## src/common/safety_sup_pkg.sv

```systemverilog
package safety_sup_pkg;

   // ==========================================================
   // timing
   localparam int CLK_MHZ = 250;
   localparam int BEAM_RESP_MS = 20;
   localparam int LOCK_RESP_MS = 500;
   localparam int DEBOUNCE_US = 1000;
   localparam int FB_SETTLE_MS = 300;
   localparam int BEAM_RESP_CYC = BEAM_RESP_MS * 1000 * CLK_MHZ;
   localparam int LOCK_RESP_CYC = LOCK_RESP_MS * 1000 * CLK_MHZ;
   localparam int DEB_CYC = DEBOUNCE_US * CLK_MHZ;
   localparam int FB_CYC = FB_SETTLE_MS * 1000 * CLK_MHZ;
   localparam int START_EXTRA = 4;

   // ==========================================================
   // contact inputs, 1 = contact closed / condition true
   localparam int IN_BEAM = 0;
   localparam int IN_FAULT = 1;
   localparam int IN_RELEASE = 2;
   localparam int IN_EXTLOCK = 3;
   localparam int IN_FORCEOFF = 4;
   localparam int IN_MUTE_A = 5;
   localparam int IN_MUTE_B = 6;
   localparam int IN_TEST = 7;
   localparam int IN_RESTART = 8;
   localparam int IN_FB_A = 9;
   localparam int IN_FB_B = 10;
   localparam int NUM_IN = 11;

   typedef struct packed {
      logic fb_b;
      logic fb_a;
      logic restart;
      logic test;
      logic mute_b;
      logic mute_a;
      logic force_off;
      logic ext_lock;
      logic release_req;
      logic fault;
      logic beam_ok;
   } contacts_s;

   typedef struct packed {
      logic power;
      logic beam;
      logic out_off;
      logic lockout;
   } leds_s;

   // ==========================================================
   // register map
   localparam int AW = 12;
   localparam logic [AW-1:0] ADDR_CTRL = 12'h000;
   localparam logic [AW-1:0] ADDR_STATUS = 12'h004;
   localparam int CB_MUTE = 0;
   localparam int CB_TEST = 1;
   localparam int CB_RESTART = 2;
   localparam int CB_MONITOR = 3;
   localparam int CB_TRI_LED = 4;
   localparam int CTRL_W = 5;
   localparam logic [CTRL_W-1:0] CTRL_RST = 5'h00;
   localparam int SB_SAFE = 0;
   localparam int SB_LOCK = 2;
   localparam int SB_VALID = 3;
   localparam int SB_MUTED = 4;
   localparam int SB_FB_ERR = 5;
   localparam int SB_EXT_CAUSE = 6;
   localparam int SB_IN_LSB = 16;

endpackage

```

## src/logic/light_curtain_safety_supervisor.sv

```systemverilog
module light_curtain_safety_supervisor
   import safety_sup_pkg::*;
#(
   parameter int DEB_CYC_P = DEB_CYC,
   parameter int FB_CYC_P = FB_CYC
) (
   // clock, reset, enable
   input wire logic MCLK_I,
   input wire logic RST_I,
   input wire logic CE_I,
   // apb slave
   input wire logic PSEL_I,
   input wire logic PENABLE_I,
   input wire logic PWRITE_I,
   input wire logic [AW-1:0] PADDR_I,
   input wire logic [31:0] PWDATA_I,
   input wire logic [3:0] PSTRB_I,
   output logic [31:0] PRDATA_O,
   output logic PREADY_O,
   output logic PSLVERR_O,
   // contact and sensor inputs
   input wire contacts_s CONTACT_I,
   // relays, emitter, indicators
   output logic [1:0] SAFETY_OUT_O,
   output logic LOCKOUT_OUT_O,
   output logic MONITOR_OUT_O,
   output logic EMIT_EN_O,
   output leds_s LED_O
);

   localparam int START_CYC = DEB_CYC_P + START_EXTRA;
   localparam int DCW = $clog2(DEB_CYC_P + 1);
   localparam int FCW = $clog2(FB_CYC_P + 1);
   localparam int SCW = $clog2(START_CYC + 1);

   // ==========================================================
   // parameter checks
   if (DEB_CYC_P < 1 || FB_CYC_P < 1) begin : g_chk_min
      $error("debounce and feedback counts must be at least one");
   end
   // debounce plus sync must fit inside the beam response budget
   if (START_CYC > BEAM_RESP_CYC) begin : g_chk_resp
      $error("debounce too long for the beam response time");
   end
   if (FB_CYC_P > LOCK_RESP_CYC) begin : g_chk_fb
      $error("feedback settle longer than the lockout response");
   end

   // ==========================================================
   // state
   typedef struct packed {
      logic [NUM_IN-1:0] s1;
      logic [NUM_IN-1:0] s2;
      logic [NUM_IN-1:0] s3;
      logic [NUM_IN-1:0] filt;
      logic [NUM_IN-1:0][DCW-1:0] dcnt;
      logic [SCW-1:0] scnt;
      logic valid;
      logic lock;
      logic muted;
      logic [FCW-1:0] fcnt;
      logic fb_err;
      logic ext_cause;
      logic [CTRL_W-1:0] ctrl;
      logic pready;
      logic pslverr;
      logic [31:0] prdata;
      logic [1:0] safe;
      logic lock_out;
      logic monitor;
      logic emit;
      leds_s led;
   } state_s;

   state_s q;
   state_s n;
   logic test_stop;
   logic beam_eff;
   logic mismatch;
   logic out_on;
   logic [31:0] status;

   always_comb begin
      n = q;
      test_stop = 1'b0;
      beam_eff = 1'b0;
      mismatch = 1'b0;
      out_on = 1'b0;
      status = '0;
      status[SB_SAFE +: 2] = q.safe;
      status[SB_LOCK] = q.lock;
      status[SB_VALID] = q.valid;
      status[SB_MUTED] = q.muted;
      status[SB_FB_ERR] = q.fb_err;
      status[SB_EXT_CAUSE] = q.ext_cause;
      status[SB_IN_LSB +: NUM_IN] = q.filt;

      // =======================================================
      // apb: answer in the first access cycle; runs even when
      // CE_I is low so the bus never sees a stale ready
      n.pready = PSEL_I && !PENABLE_I;
      n.pslverr = 1'b0;
      n.prdata = '0;
      if (PSEL_I && !PENABLE_I && !PWRITE_I) begin
         case (PADDR_I)
            ADDR_CTRL: n.prdata = 32'(q.ctrl);
            ADDR_STATUS: n.prdata = status;
            default: n.pslverr = 1'b1;
         endcase
      end else if (PSEL_I && !PENABLE_I) begin
         n.pslverr = (PADDR_I != ADDR_CTRL) && (PADDR_I != ADDR_STATUS);
      end
      if (PSEL_I && PENABLE_I && q.pready && PWRITE_I
          && PADDR_I == ADDR_CTRL && PSTRB_I[0]) begin
         n.ctrl = PWDATA_I[CTRL_W-1:0];
      end

      if (CE_I) begin
         // ====================================================
         // three-stage sync, then a change must hold for the
         // whole debounce window before it is believed
         n.s1 = CONTACT_I;
         n.s2 = q.s1;
         n.s3 = q.s2;
         for (int i = 0; i < NUM_IN; i++) begin
            if (q.s2[i] == q.s3[i] && q.s3[i] != q.filt[i]) begin
               if (q.dcnt[i] == DCW'(DEB_CYC_P - 1)) begin
                  n.filt[i] = q.s3[i];
                  n.dcnt[i] = '0;
               end else begin
                  n.dcnt[i] = q.dcnt[i] + 1'b1;
               end
            end else begin
               n.dcnt[i] = '0;
            end
         end
         if (!q.valid) begin
            if (q.scnt == SCW'(START_CYC - 1)) begin
               n.valid = 1'b1;
            end else begin
               n.scnt = q.scnt + 1'b1;
            end
         end

         // ====================================================
         // supervision
         test_stop = n.ctrl[CB_TEST] && !n.filt[IN_TEST];
         beam_eff = n.filt[IN_BEAM] && !test_stop;
         n.muted = n.ctrl[CB_MUTE] && n.filt[IN_MUTE_A]
                   && n.filt[IN_MUTE_B];
         mismatch = q.valid && (n.filt[IN_FB_A] != q.safe[0]
                    || n.filt[IN_FB_B] != q.safe[1]);
         // contactors need time to follow; only a lasting
         // disagreement counts
         if (mismatch) begin
            if (q.fcnt == FCW'(FB_CYC_P - 1)) begin
               n.fb_err = 1'b1;
            end else begin
               n.fcnt = q.fcnt + 1'b1;
            end
         end else begin
            n.fcnt = '0;
            n.fb_err = 1'b0;
         end
         n.ext_cause = n.valid && !n.filt[IN_EXTLOCK];
         // a present cause wins over a held release
         if (n.ext_cause || n.fb_err) begin
            n.lock = 1'b1;
         end else if (n.filt[IN_RELEASE]) begin
            n.lock = 1'b0;
         end

         out_on = n.valid && !n.lock
                  && !n.filt[IN_FORCEOFF]
                  && !(n.ctrl[CB_RESTART] && !n.filt[IN_RESTART])
                  && (n.muted
                      || (beam_eff && !n.filt[IN_FAULT]));
         n.safe = {2{out_on}};
         n.lock_out = !n.lock;
         n.emit = !test_stop;
         // monitor relay: 1 = contact closed = off state
         n.monitor = n.ctrl[CB_MONITOR] && (n.lock || !n.valid
                     || n.filt[IN_FAULT] || !beam_eff);
         if (n.ctrl[CB_TRI_LED] && n.lock) begin
            n.led = '1;
         end else begin
            n.led.power = 1'b1;
            n.led.beam = out_on;
            n.led.out_off = !out_on;
            n.led.lockout = n.lock;
         end
      end
   end

   always_ff @(posedge MCLK_I) begin
      if (RST_I) begin
         q <= '0;
         q.ctrl <= CTRL_RST;
      end else begin
         q <= n;
      end
   end

   assign PRDATA_O = q.prdata;
   assign PREADY_O = q.pready;
   assign PSLVERR_O = q.pslverr;
   assign SAFETY_OUT_O = q.safe;
   assign LOCKOUT_OUT_O = q.lock_out;
   assign MONITOR_OUT_O = q.monitor;
   assign EMIT_EN_O = q.emit;
   assign LED_O = q.led;
endmodule

```

## config.mk

```make
export PLATFORM = sky130hd
export DESIGN_NAME = light_curtain_safety_supervisor
export DESIGN_NICKNAME = d
export VERILOG_FILES = /design/src/common/safety_sup_pkg.sv /design/src/logic/light_curtain_safety_supervisor.sv
export SDC_FILE = /design/constraint.sdc
export NUM_CORES = 1
export LEC_CHECK = 0
export BUFFER_PORTS_ARGS = -buffer_cell sky130_fd_sc_hd__buf_2
export CORE_ASPECT_RATIO = 0.5
export CORE_MARGIN = 5
export CORE_UTILIZATION = 40
export CTS_BUF_LIST = sky130_fd_sc_hd__clkbuf_16
export DETAILED_ROUTE_END_ITERATION = 6
export PLACE_DENSITY = 0.62
export SLEW_MARGIN = 20
export SYNTH_ARGS = -nofsm -noshare
export SYNTH_HDL_FRONTEND = slang
export SYNTH_SLANG_ARGS = --single-unit
```

## constraint.sdc

```tcl
create_clock -name MCLK_I -period 4.15 [get_ports MCLK_I]
set_clock_uncertainty 0.05 [all_clocks]
set_input_delay 0.6225 -clock MCLK_I [delete_from_list [all_inputs] [get_ports MCLK_I]]
set_output_delay 0.6225 -clock MCLK_I [all_outputs]
set_load 0.1 [all_outputs]
```

### Yosys cells after proc, flatten, opt, wreduce, memory -nomap -nowiden

Cells that the tools add are included.

| storage, ports and cells | value |
|---|---|
| logic and storage cells | 220 |
| output and inout bits | 43 |
| bits in registers | 339 |
| input bits | 65 |

| operators by class | value |
|---|---|
| bitwise gates (word level) | 1 |
| multiplexer cells | 72 |
| add/subtract/negate cells | 13 |
| equality and inequality tests | 42 |
| reduce and logical (&&, ||, !) cells | 58 |

Operator list:

| kind | count |
|---|---|
| $mux 18 | 23 |
| $add 18x1->18 const B | 12 |
| $eq 18x18->1 const B | 12 |
| $mux 28 | 2 |
| $pmux 27 s2 | 1 |
| $mux 1 | 41 |
| $mux 19 | 2 |
| $logic_and 1x1->1 | 33 |
| $add 27x1->27 const B | 1 |
| $eq 27x27->1 const B | 1 |
| $mux 27 | 1 |
| $logic_not 1->1 | 13 |
| $ne 1x1->1 | 13 |
| $eq 12x3->1 const B | 1 |
| $logic_not 12->1 | 1 |
| $ne 12x3->1 const B | 1 |
| $reduce_bool 12->1 | 1 |
| $eq 1x1->1 | 11 |
| $logic_or 1x1->1 | 6 |
| $mux 5 | 1 |
| $ne 2x2->1 const B | 2 |
| $reduce_or 2->1 | 2 |
| $mux 3 | 1 |
| $ne 3x3->1 const B | 1 |
| other kinds (3) | 3 |

### Logic depth before layout (Yosys ltp)

| depth | value |
|---|---|
| depth in word-level cells | 19 |
| depth in mapped cells | 11 |
| mapped depth without buffers | 9 |

### Worst setup path before layout

Ideal clock, no wire load.

| path | value |
|---|---|
| kind | flip-flop to flip-flop |
| start point | register q[264] in the netlist's numbering |
| end point | register q, in the netlist LED_O[1] |
| clock period less this slack | 3.003 ns |
| library setup time | 0.116 ns |
| arrival | 2.837 ns |
| buffers on the path | 0 |
| path slack | 1.147 ns |
| cell stages (with the launch flop) | 9 |
| required time | 3.984 ns |
| cells stage by stage | dfxtp_1 -> or4b_1 -> or4_4 -> or3_1 -> a221o_1 -> o211ai_2 -> o221ai_2 -> a2111o_1 -> o211a_1 |

| on the way | value |
|---|---|
| longest elaborated chain between the ends | 19 |
| elaborated cells on any way between the ends | 20 |
| classes of those cells | eq/ne: 2; mux: 8; reduce/logical: 10 |

Ends and longest elaborated chain:

| what | RTL line | source |
|---|---|---|
| start: declaration | light_curtain_safety_supervisor.sv:75 | `state_s q;` |
| start signal: assignment | light_curtain_safety_supervisor.sv:200 | `q <= n;` |
| $eq 18x18->1 (*) | light_curtain_safety_supervisor.sv:127 | `if (q.dcnt[i] == DCW'(DEB_CYC_P - 1)) begin` |
| $mux 1 (*) | light_curtain_safety_supervisor.sv:127 |  |
| $mux 1 (*) | light_curtain_safety_supervisor.sv:126 | `if (q.s2[i] == q.s3[i] && q.s3[i] != q.filt[i]) begin` |
| $mux 1 (*) | light_curtain_safety_supervisor.sv:118 | `if (CE_I) begin` |
| $ne 1x1->1 (*) | light_curtain_safety_supervisor.sv:151 | `mismatch = q.valid && (n.filt[IN_FB_A] != q.safe[0]` |
| $logic_or 1x1->1 (*) | light_curtain_safety_supervisor.sv:152 | `\|\| n.filt[IN_FB_B] != q.safe[1]);` |
| $logic_and 1x1->1 (*) | light_curtain_safety_supervisor.sv:151 |  |
| $mux 28 (*) | light_curtain_safety_supervisor.sv:155 | `if (mismatch) begin` |
| [... 3 more ...] | - |  |
| $mux 1 (*) | light_curtain_safety_supervisor.sv:118 |  |
| $logic_not 1->1 | light_curtain_safety_supervisor.sv:173 | `out_on = n.valid && !n.lock` |
| $logic_and 1x1->1 | light_curtain_safety_supervisor.sv:173 |  |
| $logic_and 1x1->1 | light_curtain_safety_supervisor.sv:174 | `&& !n.filt[IN_FORCEOFF]` |
| $logic_and 1x1->1 | light_curtain_safety_supervisor.sv:175 | `&& !(n.ctrl[CB_RESTART] && !n.filt[IN_RESTART])` |
| $logic_and 1x1->1 | light_curtain_safety_supervisor.sv:176 | `&& (n.muted` |
| $logic_not 1->1 | light_curtain_safety_supervisor.sv:189 | `n.led.out_off = !out_on;` |
| $mux 3 (*) | light_curtain_safety_supervisor.sv:184 | `if (n.ctrl[CB_TRI_LED] && n.lock) begin` |

Every way passes the cells marked *; elsewhere a longest branch is shown, timed or not. The select of a mux whose other input is x is not followed.
A chain may end at the register's enable or synchronous reset.

### Final worst setup path

| path | value |
|---|---|
| start point | register q[264] in the netlist's numbering |
| end point | register q[53] in the netlist's numbering |

| on the way | value |
|---|---|
| longest elaborated chain between the ends | 9 |
| elaborated cells on any way between the ends | 11 |
| classes of those cells | eq/ne: 3; mux: 5; reduce/logical: 3 |

Ends and longest elaborated chain:

| what | RTL line |
|---|---|
| $eq 18x18->1 (*) | light_curtain_safety_supervisor.sv:127 |
| $mux 1 (*) | light_curtain_safety_supervisor.sv:127 |
| $mux 1 (*) | light_curtain_safety_supervisor.sv:126 |
| $mux 1 (*) | light_curtain_safety_supervisor.sv:118 |
| $ne 1x1->1 (*) | light_curtain_safety_supervisor.sv:151 |
| $logic_or 1x1->1 (*) | light_curtain_safety_supervisor.sv:152 |
| $logic_and 1x1->1 (*) | light_curtain_safety_supervisor.sv:151 |
| $ne 3x3->1 (no line) or $mux 28 (tied branches) | - |
| $reduce_and 2->1 (no line) or $mux 28 (tied branches) | - |

Marked as above.

==> results_dict.tcl <==
set metrics [dict create \
    grt_pass1_wl_um 53400 \
    crit_arrival_ps 3880 \
    area_growth_pct 10.6 \
    tritoncts "built" \
    clock_path_buffers 3 \
    yosys_warnings 0 \
    grt_use_total 0.149 \
    path_max_fanout 14 \
    placed_cells 2278 \
    final_antenna_net_count 0 \
    synth.area.top_cells "dfxtp_1, nor2_1, xor2_1" \
    slowest_stage "or4b_1" \
    port_buffers 63 \
    busiest_layer "met2" \
    r2r_cells 9 \
    synth_edf_count 0 \
    cts.sinks 325 \
    totalWireLength_um 31600 \
    grt_max_degree 70 \
    synth-async-reset-ratio 0 \
    ios 108 \
    final_util 0.453 \
    finalSetupViolations 0 \
    overflow 0 \
    whs_ps 231 \
    path_clk_slew_ps 60 \
    first_iter_violations 749 \
    finalPower_uw 6290 \
    drc 0 \
    grt_use_met2 0.245 \
    avgSynthCellArea_um2 8.25 \
    hold_viol_final 0 \
    core_mm2 0.0363 \
    dp_hpwl_um 21600 \
    num_vias 12000 \
    die-area_mm2 0.0414 \
    gp_congestion 0.797 \
    rsz0062_at_grt "false" \
    path_buf_inv 1 \
    nFillCells 3632 \
    fin_nets 1905 \
    syn_area_mm2 0.0149 \
    max_stage_delay_ps 520 \
    grt_antenna_before_repair 0 \
    wl_per_cell_um 13.5 \
    hold_depth 3 \
    hp-class "input port to flip-flop" \
    setup_tns_ps 0 \
    antennaDiodeCount 0 \
    die_w_um 283 \
    path_depth 9 \
    grt_use_met3 0.0212 \
    numCtsBuffers 31 \
    ys_types 67 \
    end_kind "flip-flop" \
    cts_root_buffer "clkbuf_16" \
    start_kind "flip-flop" \
    max_freq_mhz 287 \
    synth_most_common_cell "nor2_1" \
    cp.required_ps 4550 \
    drtPass1Iterations 4 \
    fin_crit_ps 3480 \
    die_h_um 146 \
    ys_top_cells_by_count "nor2_1, dfxtp_1, nand2_1" \
    worst_pin_slew_ps 806 \
    irDropWorstVdd_v 0.000270 \
    cts_htree_levels 1 \
    layout.cells.non_filler 2335 \
    gr-usage-met1 0.207 \
    netlist_instances 1805 \
    finalCritPeriodShare 0.839 \
    p_per_area_mw_per_mm2 382 \
    start_util 0.410 \
    crit_type "flip-flop to flip-flop" \
    crit_family "simple AND/OR/NAND/NOR gates" \
    worstPathCellList "or4b_1 > or4_4 > or3_1 > a221o_1 > o211ai_2 > and2_1 > or2_1 > buf_4 > a311oi_1" \
    max_slew_margin 0.458 \
    yosys.area.top_type_share 0.437 \
    maxCapViolations 0 \
    synth_largest_area_cell "dfxtp_1" \
    insertion_delay_ps 580 \
    seq_area_frac_synth 0.437 \
    status "finished, final reports clean" \
    post-cts-setup-buffers 0 \
    r2r_setup_slack_ps 670 \
    synthFlopType "dfxtp_1" \
    cts_hold_buf 0 \
    grt_pass1_vias 10900 \
    synth-seq-cells 325 \
    ctsResizeCount 0 \
    vias_per_cell 5.12 \
    power_leakage_uw 0.00571 \
    final_max_slew_viol_count 0 \
    drive_gt1_frac 0.0794 \
    fp-row-count 49 \
]
## where the power goes
group          internal, uW  total [uW]  switching [uW]
logic                  70.3         291             220
registers              3150        3170            26.9
clock network          1600        2820            1220
total                  4820        6290            1470
## layout make-up
class                           instances  area [um2]  area share
Multi-Input combinational cell       1369        7820       0.475
Sequential cell                       325        6510       0.395
Clock buffer                           31         776      0.0471
Tap cell                              484         606      0.0368
Timing Repair Buffer                   74         432      0.0262
Clock inverter                         26         223      0.0135
Inverter                               26        97.6     0.00593
## worst min-delay path: cells and delay by family
kind                   cells  cell delay [ps]
muxes                      1               50
buffers and inverters      1               70
and+or+nand+nor            1               70
## layer usage
layer | part of all wire | vias to the layer above
met5 | 0 | -
met4 | 0.022 | 0
met3 | 0.025 | 49
met2 | 0.45 | 103
met1 | 0.50 | 5589
li1 | - | 6211
## layout by cell type (no fill, tap or decap), types with 4 or more instances in the layout
cell,netlist,routed
nand3b_1,4,4
buf_2,4,61
clkinv_2,0,9
and2_1,19,19
ha_1,13,13
or4b_2,11,11
or3_1,20,20
and3_1,42,42
nor2_1,365,365
xor2_1,90,90
nor3_1,53,53
clkbuf_16,0,31
or2_2,5,5
nor4b_1,14,14
buf_4,38,10
conb_1,1,14
o21ai_1,5,5
or4_1,5,5
nand2_1,175,175
bufinv_16,0,4
o21a_1,7,7
and4_1,4,4
inv_1,26,29
mux2i_1,52,52
nor2b_1,4,4
o211ai_1,14,14
nand2b_1,13,13
a21oi_1,76,76
dfxtp_1,325,325
clkinv_1,0,8
o21ai_0,60,60
nor4_1,26,25
xnor2_1,81,81
nand3_1,84,84
nand4_1,61,61
nor3b_1,5,5
## per-stage QoR
stage               instance area (um2)  setup WS, ps
floorplan                         14900          1150
global placement                  15500           673
detailed placement                15500           662
CTS                               16500           655
global route                      16500           419
finish                            16500           668
## sequential cells by signal, summed over array words and instances (netlist names)
name / flops
PREADY_O: 1
LED_O: 4
PRDATA_O: 18
SAFETY_OUT_O: 1
EMIT_EN_O: 1
MONITOR_OUT_O: 1
q: 297
LOCKOUT_OUT_O: 1
PSLVERR_O: 1
## cells by family after synthesis
group | synth area share
AND/OR/NAND/NOR | 0.295
flip-flops | 0.437
AO/OA/AOI/OAI | 0.0791
XOR/XNOR | 0.101
buffers and inverters | 0.0412
multiplexers | 0.0357
adder cells (fa/ha/maj) | 0.0109
other | 0.000252
## worst paths after layout
check	start	end
setup reg to reg	q[264]	q[53]
hold / removal	CONTACT_I[7]	q[336]
hold reg to reg	MONITOR_OUT_O	MONITOR_OUT_O
setup / recovery	q[264]	q[53]
Power figures use the tool's default switching activity.
